==> config.mk <==
export PLATFORM = sky130hd
export DESIGN_NAME = lrxd_receiver
export DESIGN_NICKNAME = d
export VERILOG_FILES = /design/src/lrxd_pkg.sv /design/src/lrxd_sync_fifo.sv /design/src/lrxd_receiver.sv
export SDC_FILE = /design/constraint.sdc
export NUM_CORES = 1
export LEC_CHECK = 0
export BUFFER_PORTS_ARGS = -buffer_cell sky130_fd_sc_hd__buf_2
export CAP_MARGIN = 20
export CELL_PAD_IN_SITES_DETAIL_PLACEMENT = 1
export CELL_PAD_IN_SITES_GLOBAL_PLACEMENT = 2
export CORE_MARGIN = 2
export CORE_UTILIZATION = 30
export DETAILED_ROUTE_END_ITERATION = 8
export GPL_TIMING_DRIVEN = 0
export PLACE_DENSITY = 0.67
export SYNTH_ARGS = -nofsm -noshare
export SYNTH_HDL_FRONTEND = slang
export SYNTH_SLANG_ARGS = --single-unit
==> constraint.sdc <==
create_clock -name clock -period 2.65 [get_ports clock]
set_clock_uncertainty 0.05 [all_clocks]
set_input_delay 0.1325 -clock clock [delete_from_list [all_inputs] [get_ports clock]]
set_output_delay 0.1325 -clock clock [all_outputs]
set_load 0.02 [all_outputs]
==> src/lrxd_pkg.sv <==
// Constants and types shared by the receive datapath.
package lrxd_pkg;
  localparam int unsigned LRXD_PHASES     = 8;
  localparam int unsigned LRXD_WMAX       = 10;
  localparam int unsigned LRXD_SLIP_MAX   = 11;
  localparam int unsigned LRXD_SYNC_DEPTH = 6;
  localparam int unsigned LRXD_SYNC_PRIME = 3;
  localparam int unsigned LRXD_LOCK_RUNS  = 256;

  localparam logic [2:0] LRXD_HALF_TURN = 3'h4;
  localparam logic [2:0] LRXD_PHASE_RST = 3'h0;
  localparam logic [3:0] LRXD_W_DDR     = 4'h2;
  localparam logic [3:0] LRXD_W_SDR     = 4'h1;

  typedef enum logic [1:0] {
    LRXD_MODE_STATIC = 2'h0,
    LRXD_MODE_AUTO   = 2'h1,
    LRXD_MODE_SOFT   = 2'h2
  } lrxd_mode_t;

  typedef enum logic [1:0] {
    LRXD_PATH_DESER = 2'h0,
    LRXD_PATH_DDR   = 2'h1,
    LRXD_PATH_SDR   = 2'h2
  } lrxd_path_t;

  typedef enum logic [1:0] {
    LRXD_ST_TRAIN  = 2'h1,
    LRXD_ST_LOCKED = 2'h2
  } lrxd_align_st_t;
endpackage

==> src/lrxd_sync_fifo.sv <==
// One-bit wide elastic synchronizer between aligner phase and high-speed read side.
`timescale 1ns/1ps
module lrxd_sync_fifo
  import lrxd_pkg::*;
#(
  parameter int unsigned DEPTH = LRXD_SYNC_DEPTH,
  parameter int unsigned PRIME = LRXD_SYNC_PRIME
) (
  input  wire logic clock,
  input  wire logic rstn,
  input  wire logic clear,
  input  wire logic wr_data,
  output logic      rd_data,
  output logic      rd_valid
);
  localparam int unsigned AW = $clog2(DEPTH);
  localparam logic [AW-1:0] LAST = AW'(DEPTH - 1);
  localparam logic [AW-1:0] FILL = AW'(PRIME);

  logic [DEPTH-1:0] mem_q;
  logic [AW-1:0]    wr_q;
  logic [AW-1:0]    rd_q;
  logic [AW-1:0]    fill_q;

  function automatic logic [AW-1:0] wrap_inc(input logic [AW-1:0] p);
    wrap_inc = (p == LAST) ? '0 : p + 1'b1;
  endfunction

  // Writes every bit; reads start once the buffer is primed half full.
  always_ff @(posedge clock or negedge rstn) begin
    if (!rstn) begin
      mem_q    <= '0;
      wr_q     <= '0;
      rd_q     <= '0;
      fill_q   <= '0;
      rd_data  <= 1'b0;
      rd_valid <= 1'b0;
    end else if (clear) begin
      wr_q     <= '0;
      rd_q     <= '0;
      fill_q   <= '0;
      rd_valid <= 1'b0;
    end else begin
      mem_q[wr_q] <= wr_data;
      wr_q        <= wrap_inc(wr_q);
      if (fill_q == FILL) begin
        rd_data  <= mem_q[rd_q];
        rd_q     <= wrap_inc(rd_q);
        rd_valid <= 1'b1;
      end else begin
        fill_q   <= fill_q + 1'b1;
        rd_valid <= 1'b0;
      end
    end
  end
endmodule

==> src/lrxd_receiver.sv <==
// Receive datapath: phase aligner, synchronizer, bit slip, deserializer and bypass.
//
// Contract
// Deserializer shifts serial bits and loads words of 4, 6, 7, 8 or 10.
// Deserializer can be bypassed for double-rate or single-rate capture.
// Double-rate bypass registers and yields 2 bits; single-rate yields 1 bit.
// Phase aligner and bit slip stay usable while the deserializer is bypassed.
// Static mode uses a configured sampling phase, no automatic choice.
// Static mode samples on configured rising or falling high-speed clock edge.
// Static mode clocks bit slip and deserializer from the high-speed clock.
// Automatic mode picks the best sampling phase to cancel skew.
// Automatic mode writes synchronizer on aligned phase, reads on high-speed clock.
// Soft recovery mode keeps stepping phase to follow transmitter frequency offset.
// Soft recovery mode clocks bit slip and deserializer from aligned phase.
// Soft recovery forwards aligned phase divided by word width; words follow it.
// Soft recovery also forwards the generated parallel clock.
// Parallel output is at most 10 bits wide.
// Synchronizer is 1 bit by 6 deep, reset when aligner first locks.
// Each realign rising edge adds one bit latency; holding gives no more.
// Aligner chooses among eight equally spaced phases, 45 degree steps.
// Bit slip rolls over at a configured 1 to 11 bit-times.
// One word per configured bit count, first-received bit at a fixed place.
`timescale 1ns/1ps
module lrxd_receiver
  import lrxd_pkg::*;
#(
  parameter int unsigned WMAX      = LRXD_WMAX,
  parameter int unsigned LOCK_RUNS = LRXD_LOCK_RUNS
) (
  input  wire logic                   clock,
  input  wire logic                   rstn,
  input  wire logic [1:0]             mode,
  input  wire logic [1:0]             path,
  input  wire logic [3:0]             word_width,
  input  wire logic [3:0]             rollover_point,
  input  wire logic [2:0]             static_phase,
  input  wire logic                   static_fall_edge,
  input  wire logic [LRXD_PHASES-1:0] phase_samples,
  input  wire logic                   aligner_hold,
  input  wire logic                   aligner_reset,
  input  wire logic                   sync_reset,
  input  wire logic                   realign_req,
  output logic [WMAX-1:0]             rx_word,
  output logic                        rx_word_valid,
  output logic                        div_fwd_clock,
  output logic                        par_clock,
  output logic                        aligner_locked,
  output logic [2:0]                  aligned_phase,
  output logic                        slip_max
);
  localparam logic [8:0] LOCK_LAST = 9'(LOCK_RUNS - 1);

  lrxd_align_st_t   st_q;
  logic [8:0]       run_q;
  logic             clr_q;
  logic             pin_bit_q;
  logic             pin_valid_q;
  logic             fifo_bit;
  logic             fifo_valid;
  logic             sbit;
  logic             svalid;
  logic [LRXD_SLIP_MAX-1:0] hist_q;
  logic [3:0]       slip_q;
  logic             req_prev_q;
  logic             slipped;
  logic [WMAX-1:0]  shift_q;
  logic [3:0]       cnt_q;
  logic [3:0]       pcnt_q;
  logic [3:0]       eff_w;
  logic             par_tick;
  logic             has_edge;
  logic [2:0]       target;

  // Word width after bypass selection; narrow bypass paths override the factor.
  function automatic logic [3:0] width_of(input logic [1:0] p, input logic [3:0] w);
    case (p)
      LRXD_PATH_DDR: width_of = LRXD_W_DDR;
      LRXD_PATH_SDR: width_of = LRXD_W_SDR;
      default:       width_of = w;
    endcase
  endfunction

  function automatic logic [WMAX-1:0] mask_of(input logic [3:0] w);
    mask_of = WMAX'((1 << w) - 1);
  endfunction

  assign eff_w = width_of(path, word_width);

  // Sampling target sits half a bit away from the first data transition found in the scan.
  // Adjacent phases inside the bit are scanned first; the wrap pair of the last and
  // first phase only counts when the edge sits at phase zero, else it would hide skew.
  always_comb begin
    has_edge = 1'b0;
    target   = aligned_phase;
    for (int i = 1; i <= LRXD_PHASES; i++) begin
      if (!has_edge && phase_samples[i % LRXD_PHASES] != phase_samples[i - 1]) begin
        has_edge = 1'b1;
        target   = 3'(i) + LRXD_HALF_TURN;
      end
    end
  end

  // Phase selection and lock tracking.
  always_ff @(posedge clock or negedge rstn) begin
    if (!rstn) begin
      aligned_phase <= LRXD_PHASE_RST;
      st_q          <= LRXD_ST_TRAIN;
      run_q         <= '0;
      clr_q         <= 1'b0;
    end else begin
      clr_q <= 1'b0;
      case (mode)
        LRXD_MODE_STATIC: begin
          aligned_phase <= static_phase + (static_fall_edge ? LRXD_HALF_TURN : 3'h0);
          st_q          <= LRXD_ST_TRAIN;
          run_q         <= '0;
        end
        default: begin
          if (aligner_reset) begin
            st_q  <= LRXD_ST_TRAIN;
            run_q <= '0;
          end else if (!aligner_hold && has_edge && target != aligned_phase) begin
            // One 45 degree step per bit, in the shorter direction.
            aligned_phase <= (3'(target - aligned_phase) < LRXD_HALF_TURN)
                             ? aligned_phase + 3'h1 : aligned_phase - 3'h1;
            run_q <= '0;
            if (mode == LRXD_MODE_AUTO) begin
              st_q <= LRXD_ST_TRAIN;
            end
          end else if (has_edge && st_q == LRXD_ST_TRAIN) begin
            run_q <= run_q + 1'b1;
            if (run_q == LOCK_LAST) begin
              st_q  <= LRXD_ST_LOCKED;
              clr_q <= 1'b1;
            end
          end
        end
      endcase
    end
  end

  always_ff @(posedge clock or negedge rstn) begin
    if (!rstn) begin
      aligner_locked <= 1'b0;
    end else begin
      aligner_locked <= (st_q == LRXD_ST_LOCKED);
    end
  end

  // Pin register element captures the bit at the selected phase.
  always_ff @(posedge clock or negedge rstn) begin
    if (!rstn) begin
      pin_bit_q   <= 1'b0;
      pin_valid_q <= 1'b0;
    end else begin
      pin_bit_q   <= phase_samples[aligned_phase];
      pin_valid_q <= 1'b1;
    end
  end

  lrxd_sync_fifo #(
    .DEPTH (LRXD_SYNC_DEPTH),
    .PRIME (LRXD_SYNC_PRIME)
  ) u_sync (
    .clock    (clock),
    .rstn     (rstn),
    .clear    (clr_q | sync_reset),
    .wr_data  (pin_bit_q),
    .rd_data  (fifo_bit),
    .rd_valid (fifo_valid)
  );

  // Only automatic mode passes through the synchronizer; the other modes
  // feed bit slip directly from the pin register.
  assign sbit   = (mode == LRXD_MODE_AUTO) ? fifo_bit : pin_bit_q;
  assign svalid = (mode == LRXD_MODE_AUTO) ? fifo_valid : pin_valid_q;

  assign slipped  = (slip_q == 4'h0) ? sbit : hist_q[slip_q - 4'h1];
  assign par_tick = svalid && (cnt_q == eff_w - 4'h1);

  // Bit slip: each accepted request lengthens the delay by one bit-time; the one reaching rollover_point clears it to zero.
  always_ff @(posedge clock or negedge rstn) begin
    if (!rstn) begin
      hist_q     <= '0;
      slip_q     <= '0;
      req_prev_q <= 1'b0;
      slip_max   <= 1'b0;
    end else begin
      if (svalid) begin
        hist_q <= {hist_q[LRXD_SLIP_MAX-2:0], sbit};
      end
      if (par_tick) begin
        req_prev_q <= realign_req;
        slip_max   <= 1'b0;
        if (realign_req && !req_prev_q) begin
          if (slip_q + 4'h1 >= rollover_point) begin
            slip_q   <= '0;
            slip_max <= 1'b1;
          end else begin
            slip_q <= slip_q + 4'h1;
          end
        end
      end
    end
  end

  // Deserializer: first-received bit lands at bit eff_w-1 of the word.
  always_ff @(posedge clock or negedge rstn) begin
    if (!rstn) begin
      shift_q       <= '0;
      cnt_q         <= '0;
      rx_word       <= '0;
      rx_word_valid <= 1'b0;
    end else begin
      rx_word_valid <= 1'b0;
      if (svalid) begin
        shift_q <= {shift_q[WMAX-2:0], slipped};
        if (par_tick) begin
          cnt_q         <= '0;
          rx_word       <= {shift_q[WMAX-2:0], slipped} & mask_of(eff_w);
          rx_word_valid <= 1'b1;
        end else begin
          cnt_q <= cnt_q + 4'h1;
        end
      end
    end
  end

  // Forwarded clocks: divided recovered clock and free-running parallel clock.
  always_ff @(posedge clock or negedge rstn) begin
    if (!rstn) begin
      pcnt_q        <= '0;
      par_clock     <= 1'b0;
      div_fwd_clock <= 1'b0;
    end else begin
      pcnt_q        <= (pcnt_q >= eff_w - 4'h1) ? 4'h0 : pcnt_q + 4'h1;
      par_clock     <= (pcnt_q < (eff_w >> 1));
      div_fwd_clock <= (cnt_q < (eff_w >> 1));
    end
  end
endmodule

# Word level (Yosys, flattened, before mapping)
# Index checks and enable logic that the tools add are counted.
# totals
out_inout_bits,18
regBits,82
inputBits,30
word_cells,172
# classes
shifts,1
add_sub_neg,14
n_eq_ne,22
n_mux,65
n_bitwise,3
n_reduce_logical,33
magnitude_cmp,10
# op_table
operator,n
3-bit two-way mux,20
9-bit two-way mux,4
1-bit two-way mux,26
1-bit logical AND,13
3-bit by 1-bit adder with 3-bit output (second input constant),4
4-bit by 1-bit adder with 4-bit output (second input constant),3
3-bit by 4-bit less-than comparator with 1-bit output (second input constant),3
2-bit two-way mux,6
4-bit two-way mux,3
10-bit AND,1
1-bit by 4-bit left shift with 10-bit output (first input constant),1
10-bit by 2-bit subtractor with 10-bit output (second input constant),1
9-bit by 1-bit adder with 9-bit output (second input constant),1
9-bit by 8-bit equality test with 1-bit output (second input constant),1
1-bit logical NOT,9
4-bit >= comparator,2
4-bit by 3-bit less-than comparator with 1-bit output,2
1-bit != test,8
4-bit one-hot mux with 2 select lines,1
2-bit AND reduction,4
4-bit nonzero test,2
4-bit by 1-bit subtractor with 4-bit output (second input constant),2
1-bit binary-select mux with 3-bit select,2
6-bit bitwise mux,1
22 further kinds,28

# Logic depth before layout (Yosys ltp)
# depth
ltp_word,29
mapped_depth,16
ltp_nobuf,15

# Cells and area by module
# A second synthesis with hierarchy kept.
# hier_totals
hier_cells,513
area_unflattened_um2,4853.4
# modules_own_cells
mod,instances,seq_area_each_um2,area_each_um2,cells_per_inst
lrxd_receiver,1,1627.8,4035.1,442
lrxd_sync_fifo,1,425.4,818.3,71

# Least setup slack after synthesis
# No wires, ideal clock.
# synth_timing
path_type,input -> register
start,input port phase_samples[0]
end,register aligned_phase[2]
cell_stages,15
arrival_ps,2776
setup_time_ps,133
path_buffers,1
t_required_ps,2467
slack_ps,-309
path_cell_list,buf_6 > or4_4 > o22a_1 > o221ai_1 > o21ai_0 > o311ai_0 > ha_1 > inv_1 > a21oi_1 > xor2_1 > fa_1 > xnor2_1 > xnor2_1 > mux2i_1 > mux2i_1
# synth_via
elab_chain_cells,29
elab_cells_between_ends,43
cone_classes,add/sub (1); order compare (1); eq/ne (3); mux (20); reduce/logical (18)
# synth_rtl
item,line_no,text
start: declaration,lrxd_receiver.sv:38,"input wire logic [LRXD_PHASES-1:0] phase_samples,"
1-bit != test,lrxd_receiver.sv:96,if (!has_edge && phase_samples[i % LRXD_PHASES] != phase_samples[i - 1]) begin
1-bit two-way mux,lrxd_receiver.sv:96,
1-bit logical NOT,lrxd_receiver.sv:96,
1-bit logical AND,lrxd_receiver.sv:96,
1-bit two-way mux,lrxd_receiver.sv:96,
1-bit logical NOT,lrxd_receiver.sv:96,
1-bit logical AND,lrxd_receiver.sv:96,
1-bit two-way mux,lrxd_receiver.sv:96,
(+13 left out),--,
1-bit logical AND,lrxd_receiver.sv:96,
3-bit two-way mux,lrxd_receiver.sv:96,
3-bit subtractor,lrxd_receiver.sv:124,aligned_phase <= (3'(target - aligned_phase) < LRXD_HALF_TURN)
3-bit less-than comparator,lrxd_receiver.sv:124,
3-bit two-way mux,lrxd_receiver.sv:125,? aligned_phase + 3'h1 : aligned_phase - 3'h1;
3-bit two-way mux,lrxd_receiver.sv:122,end else if (!aligner_hold && has_edge && target != aligned_phase) begin
3-bit two-way mux,lrxd_receiver.sv:119,if (aligner_reset) begin
3-bit two-way mux,lrxd_receiver.sv:112,case (mode)
end signal: assignment,lrxd_receiver.sv:114,aligned_phase <= static_phase + (static_fall_edge ? LRXD_HALF_TURN : 3'h0);
end signal: assignment,lrxd_receiver.sv:124,
end: declaration,lrxd_receiver.sv:48,"output logic [2:0] aligned_phase,"
# Parallel ways exist; a longest one is shown, timed or not. The select of a mux whose other input is x is not followed.
# A chain may end at the register's enable or synchronous reset.

# Worst setup path in the final report
# layout_timing
start,input port phase_samples[1]
end,register aligned_phase[2]
# Same word-level chain as after synthesis.

==> out/summary.txt <==
Net count after synthesis: 577
Tcrit/Tclk final: 101%
Clk root buf: clkbuf_16
Critical path class: input pin to flip-flop
Rel. slew slack: 61.7%
Gr usage total: 14.6%
DRC violations left: 0
Die width: 130 um
Area contributors post-synth: dfrtp_1 42%, nand2_1 8.2%, ha_1 7.8%, mux2i_1 3.3%, o21ai_0 3.2%
Area of the multi-input gates: 0.00266 sq mm
Final instance area: 0.00587 sq mm
Placer congestion estimate: 0.738
CP required: 2820 ps
Final setup fails: 1
Seq/Total Area, Yosys: 42.9%
Sequential cell area: 0.00206 sq mm
Fraction of layout instances using a drive strength above 1: 21.7%
Measured slew at the worst slew-check pin: 569 ps
HP Start: static_phase[1]
Pwr Density: 856 mW/mm^2
Count of final max-slew check failures: 0
IO Port Bufs: 44
Worst hold-check path type: input pin to flip-flop
Top-Level Pins: 48
Initial antenna violation count: 0
Placement Rows: 46
Placed instance area: 0.00532 sq mm
Setup ws final: -28.8 ps
Final min period: 2680 ps
Synthesized area: 0.00478 sq mm
Core area: 0.0157 sq mm
CTS Sinks: 82
Antenna Nets Post-Route: 0
Unrepaired setup endpoints after global routing: true
Hold EP: aligned_phase[1]$_DFFE_PN0P_
Ant. Diodes: 0
Clk buf depth: 2
Warnings from Yosys: 0
Vias in the first global route: 4094
R2R Path End: aligned_phase[2]$_DFFE_PN0P_
CTS tree: done
Yosys reg bits: 82
Routed vias: 3853
FF-to-FF Start: aligned_phase[0]$_DFFE_PN0P_
Most numerous cell in the Yosys netlist: nand2_1
Pleak: 0.00271 uW
Post-synth top cells: 104 x nand2_1, 81 x dfrtp_1, 41 x nor2_1
Synth Instances: 516
Die extent in y: 130 um
Initial DRT Pass Iterations: 4
Hold Path Cell Cnt: 3
Final #Nets: 645
R2r setup slk: 20 ps
First DRT Iteration DRCs: 59
Ys flop type: dfrtp_1
CTS buffer count: 9
Failing checks: negative setup slack
DPL Wire Length: 8540 um
Top-area cell type share of the netlist area: 42.4%
Max_cap viols: 0
Reg2Reg Depth: 14
Status: complete, but fails checks
EDFF count, synth: 0
Post-synth top area cell: dfrtp_1
CP arrival: 2850 ps
Largest net degree at the start of global routing: 46
Full die area: 0.0170 sq mm
Setup TNS: -28.8 ps
Syn_area_per_cell: 9.27 sq um
Clock slew at reported path FFs: 60 ps
Total global routing overflow: 0
Initial core utilization: 30.4%
Synth-to-layout area growth: 22.8%
Ys async rst share: 100%
Crit end category: flip-flop
VDD IR max: 317 uV
First-pass GRT wire length: 19400 um
Fillers: 1840
H-tree depth reported by CTS: 3
Worst Path Max Fanout: 3
WL per Instance: 14.0 um
Final Hold Fails: 0
Fmax: 0.373 GHz
Total wire length: 11300 um
Via/cell ratio: 4.79
Later-pin clock latency in the skew report: 350 ps
Worst setup SP type: input pin
Synth unique cells: 59
-- per-stage QoR --
| step | total power [uW] | setup WS (ps) | util, % | cells | hold WS (ps) |
|---|---|---|---|---|---|
| 3_3_place_gp | 3550 | -608 | 33.7 | 776 | 323 |
| 6_report | 5030 | -28.8 | 37.4 | 805 | 8.07 |
| 3_5_place_dp | 3640 | -762 | 33.8 | 777 | 102 |
| 5_1_grt | 5470 | -179 | 37.4 | 805 | 26.8 |
| 4_1_cts | 5010 | -55.9 | 36.4 | 797 | 3.43 |
| 2_1_floorplan | 3100 | -89.5 | - | 516 | -213 |
-- cell type report --
type / count / area share (%)
clock inverter: 7 / 1.41
tap: 216 / 4.60
clock buffer: 9 / 3.84
inverter: 25 / 1.60
sequential: 82 / 35.0
timing repair buffer: 58 / 6.26
buffer: 21 / 2.05
multi-input combinational: 387 / 45.2
-- cells in the final DEF (no fill, tap or decap), types with 9 or more instances in the layout --
cell type  instances
a21oi_1           17
buf_2             42
buf_4             12
clkbuf_1          10
clkbuf_16          9
dfrtp_1           79
ha_1              27
inv_1             24
mux2_2            10
mux2i_1           14
nand2_1          104
nand2b_1          11
nand3_1           12
nor2_1            41
o21ai_0           29
xnor2_1           12
xor2_1            15
-- power by group --
group | leakage (uW) | switching (uW) | total [uW] | internal, uW
sequential | 0.00107 | 301 | 1880 | 1580
clock | 0.000145 | 556 | 1300 | 746
combinational | 0.00149 | 978 | 1840 | 860
total | 0.00271 | 1840 | 5030 | 3190
-- critical path: stages --
cell and delay, ps:
buf_6 100, buf_8 110, or4_4 520, a21oi_4 130, a21oi_2 60, o221ai_2 160
o21ai_1 100, o311ai_2 100, ha_2 240, inv_2 40, a21oi_4 150, xor2_2 100
fa_2 410, xnor2_2 150, xnor2_1 130, mux2i_1 160, mux2i_1 80
-- worst max-delay path by stage --
| stage | end | slack, ps | startpoint |
|---|---|---|---|
| after floorplan | aligned_phase[2]$_DFFE_PN0P_ | -90 | phase_samples[1] |
| after global placement | rx_word[6]$_DFFE_PN0P_ | -610 | path[0] |
| after detailed placement | rx_word[6]$_DFFE_PN0P_ | -760 | path[0] |
| after CTS | aligned_phase[2]$_DFFE_PN0P_ | -60 | phase_samples[1] |
| after global routing | aligned_phase[2]$_DFFE_PN0P_ | -180 | phase_samples[1] |
| final | aligned_phase[2]$_DFFE_PN0P_ | -30 | phase_samples[1] |
-- what timing repair did --
item,4_1_cts,5_1_grt
buffers inserted,2,8
endpoints found under the hold margin,39,0
endpoints found under the setup margin,24,21
pin swaps,5,13
hold buffers,3,0
resized for setup,14,30
-- logic make-up after synthesis --
family                     count (synthesis)  share of synthesized area, %
DFF                                       82                          42.9
buffers and inverters                     47                          3.98
AOI/OAI and AO/OA                         89                          12.0
muxes                                     31                          8.06
adders and majority gates                 31                          8.27
other                                      1                        0.0784
xor gates and xnor gates                  29                          5.31
and+or+nand+nor                          206                          19.4
-- sequential cells by signal, indices dropped and copies added (netlist names), 4 cells and up --
name / cells
rx_word: 10
run_q: 9
u_sync.mem_q: 6
pcnt_q: 4
hist_q: 11
cnt_q: 4
slip_q: 4
shift_q: 9
-- routing by layer --
metal / track usage (%) / vias to the layer above / routed length [um]
met3: 3.40 / 11 / 345
met5: 0 / - / 0
met1: 17.4 / 1908 / 5190
met2: 25.9 / 43 / 5620
li1: - / 1891 / -
met4: 4.74 / 0 / 155
(Power assumes the default switching activity.)
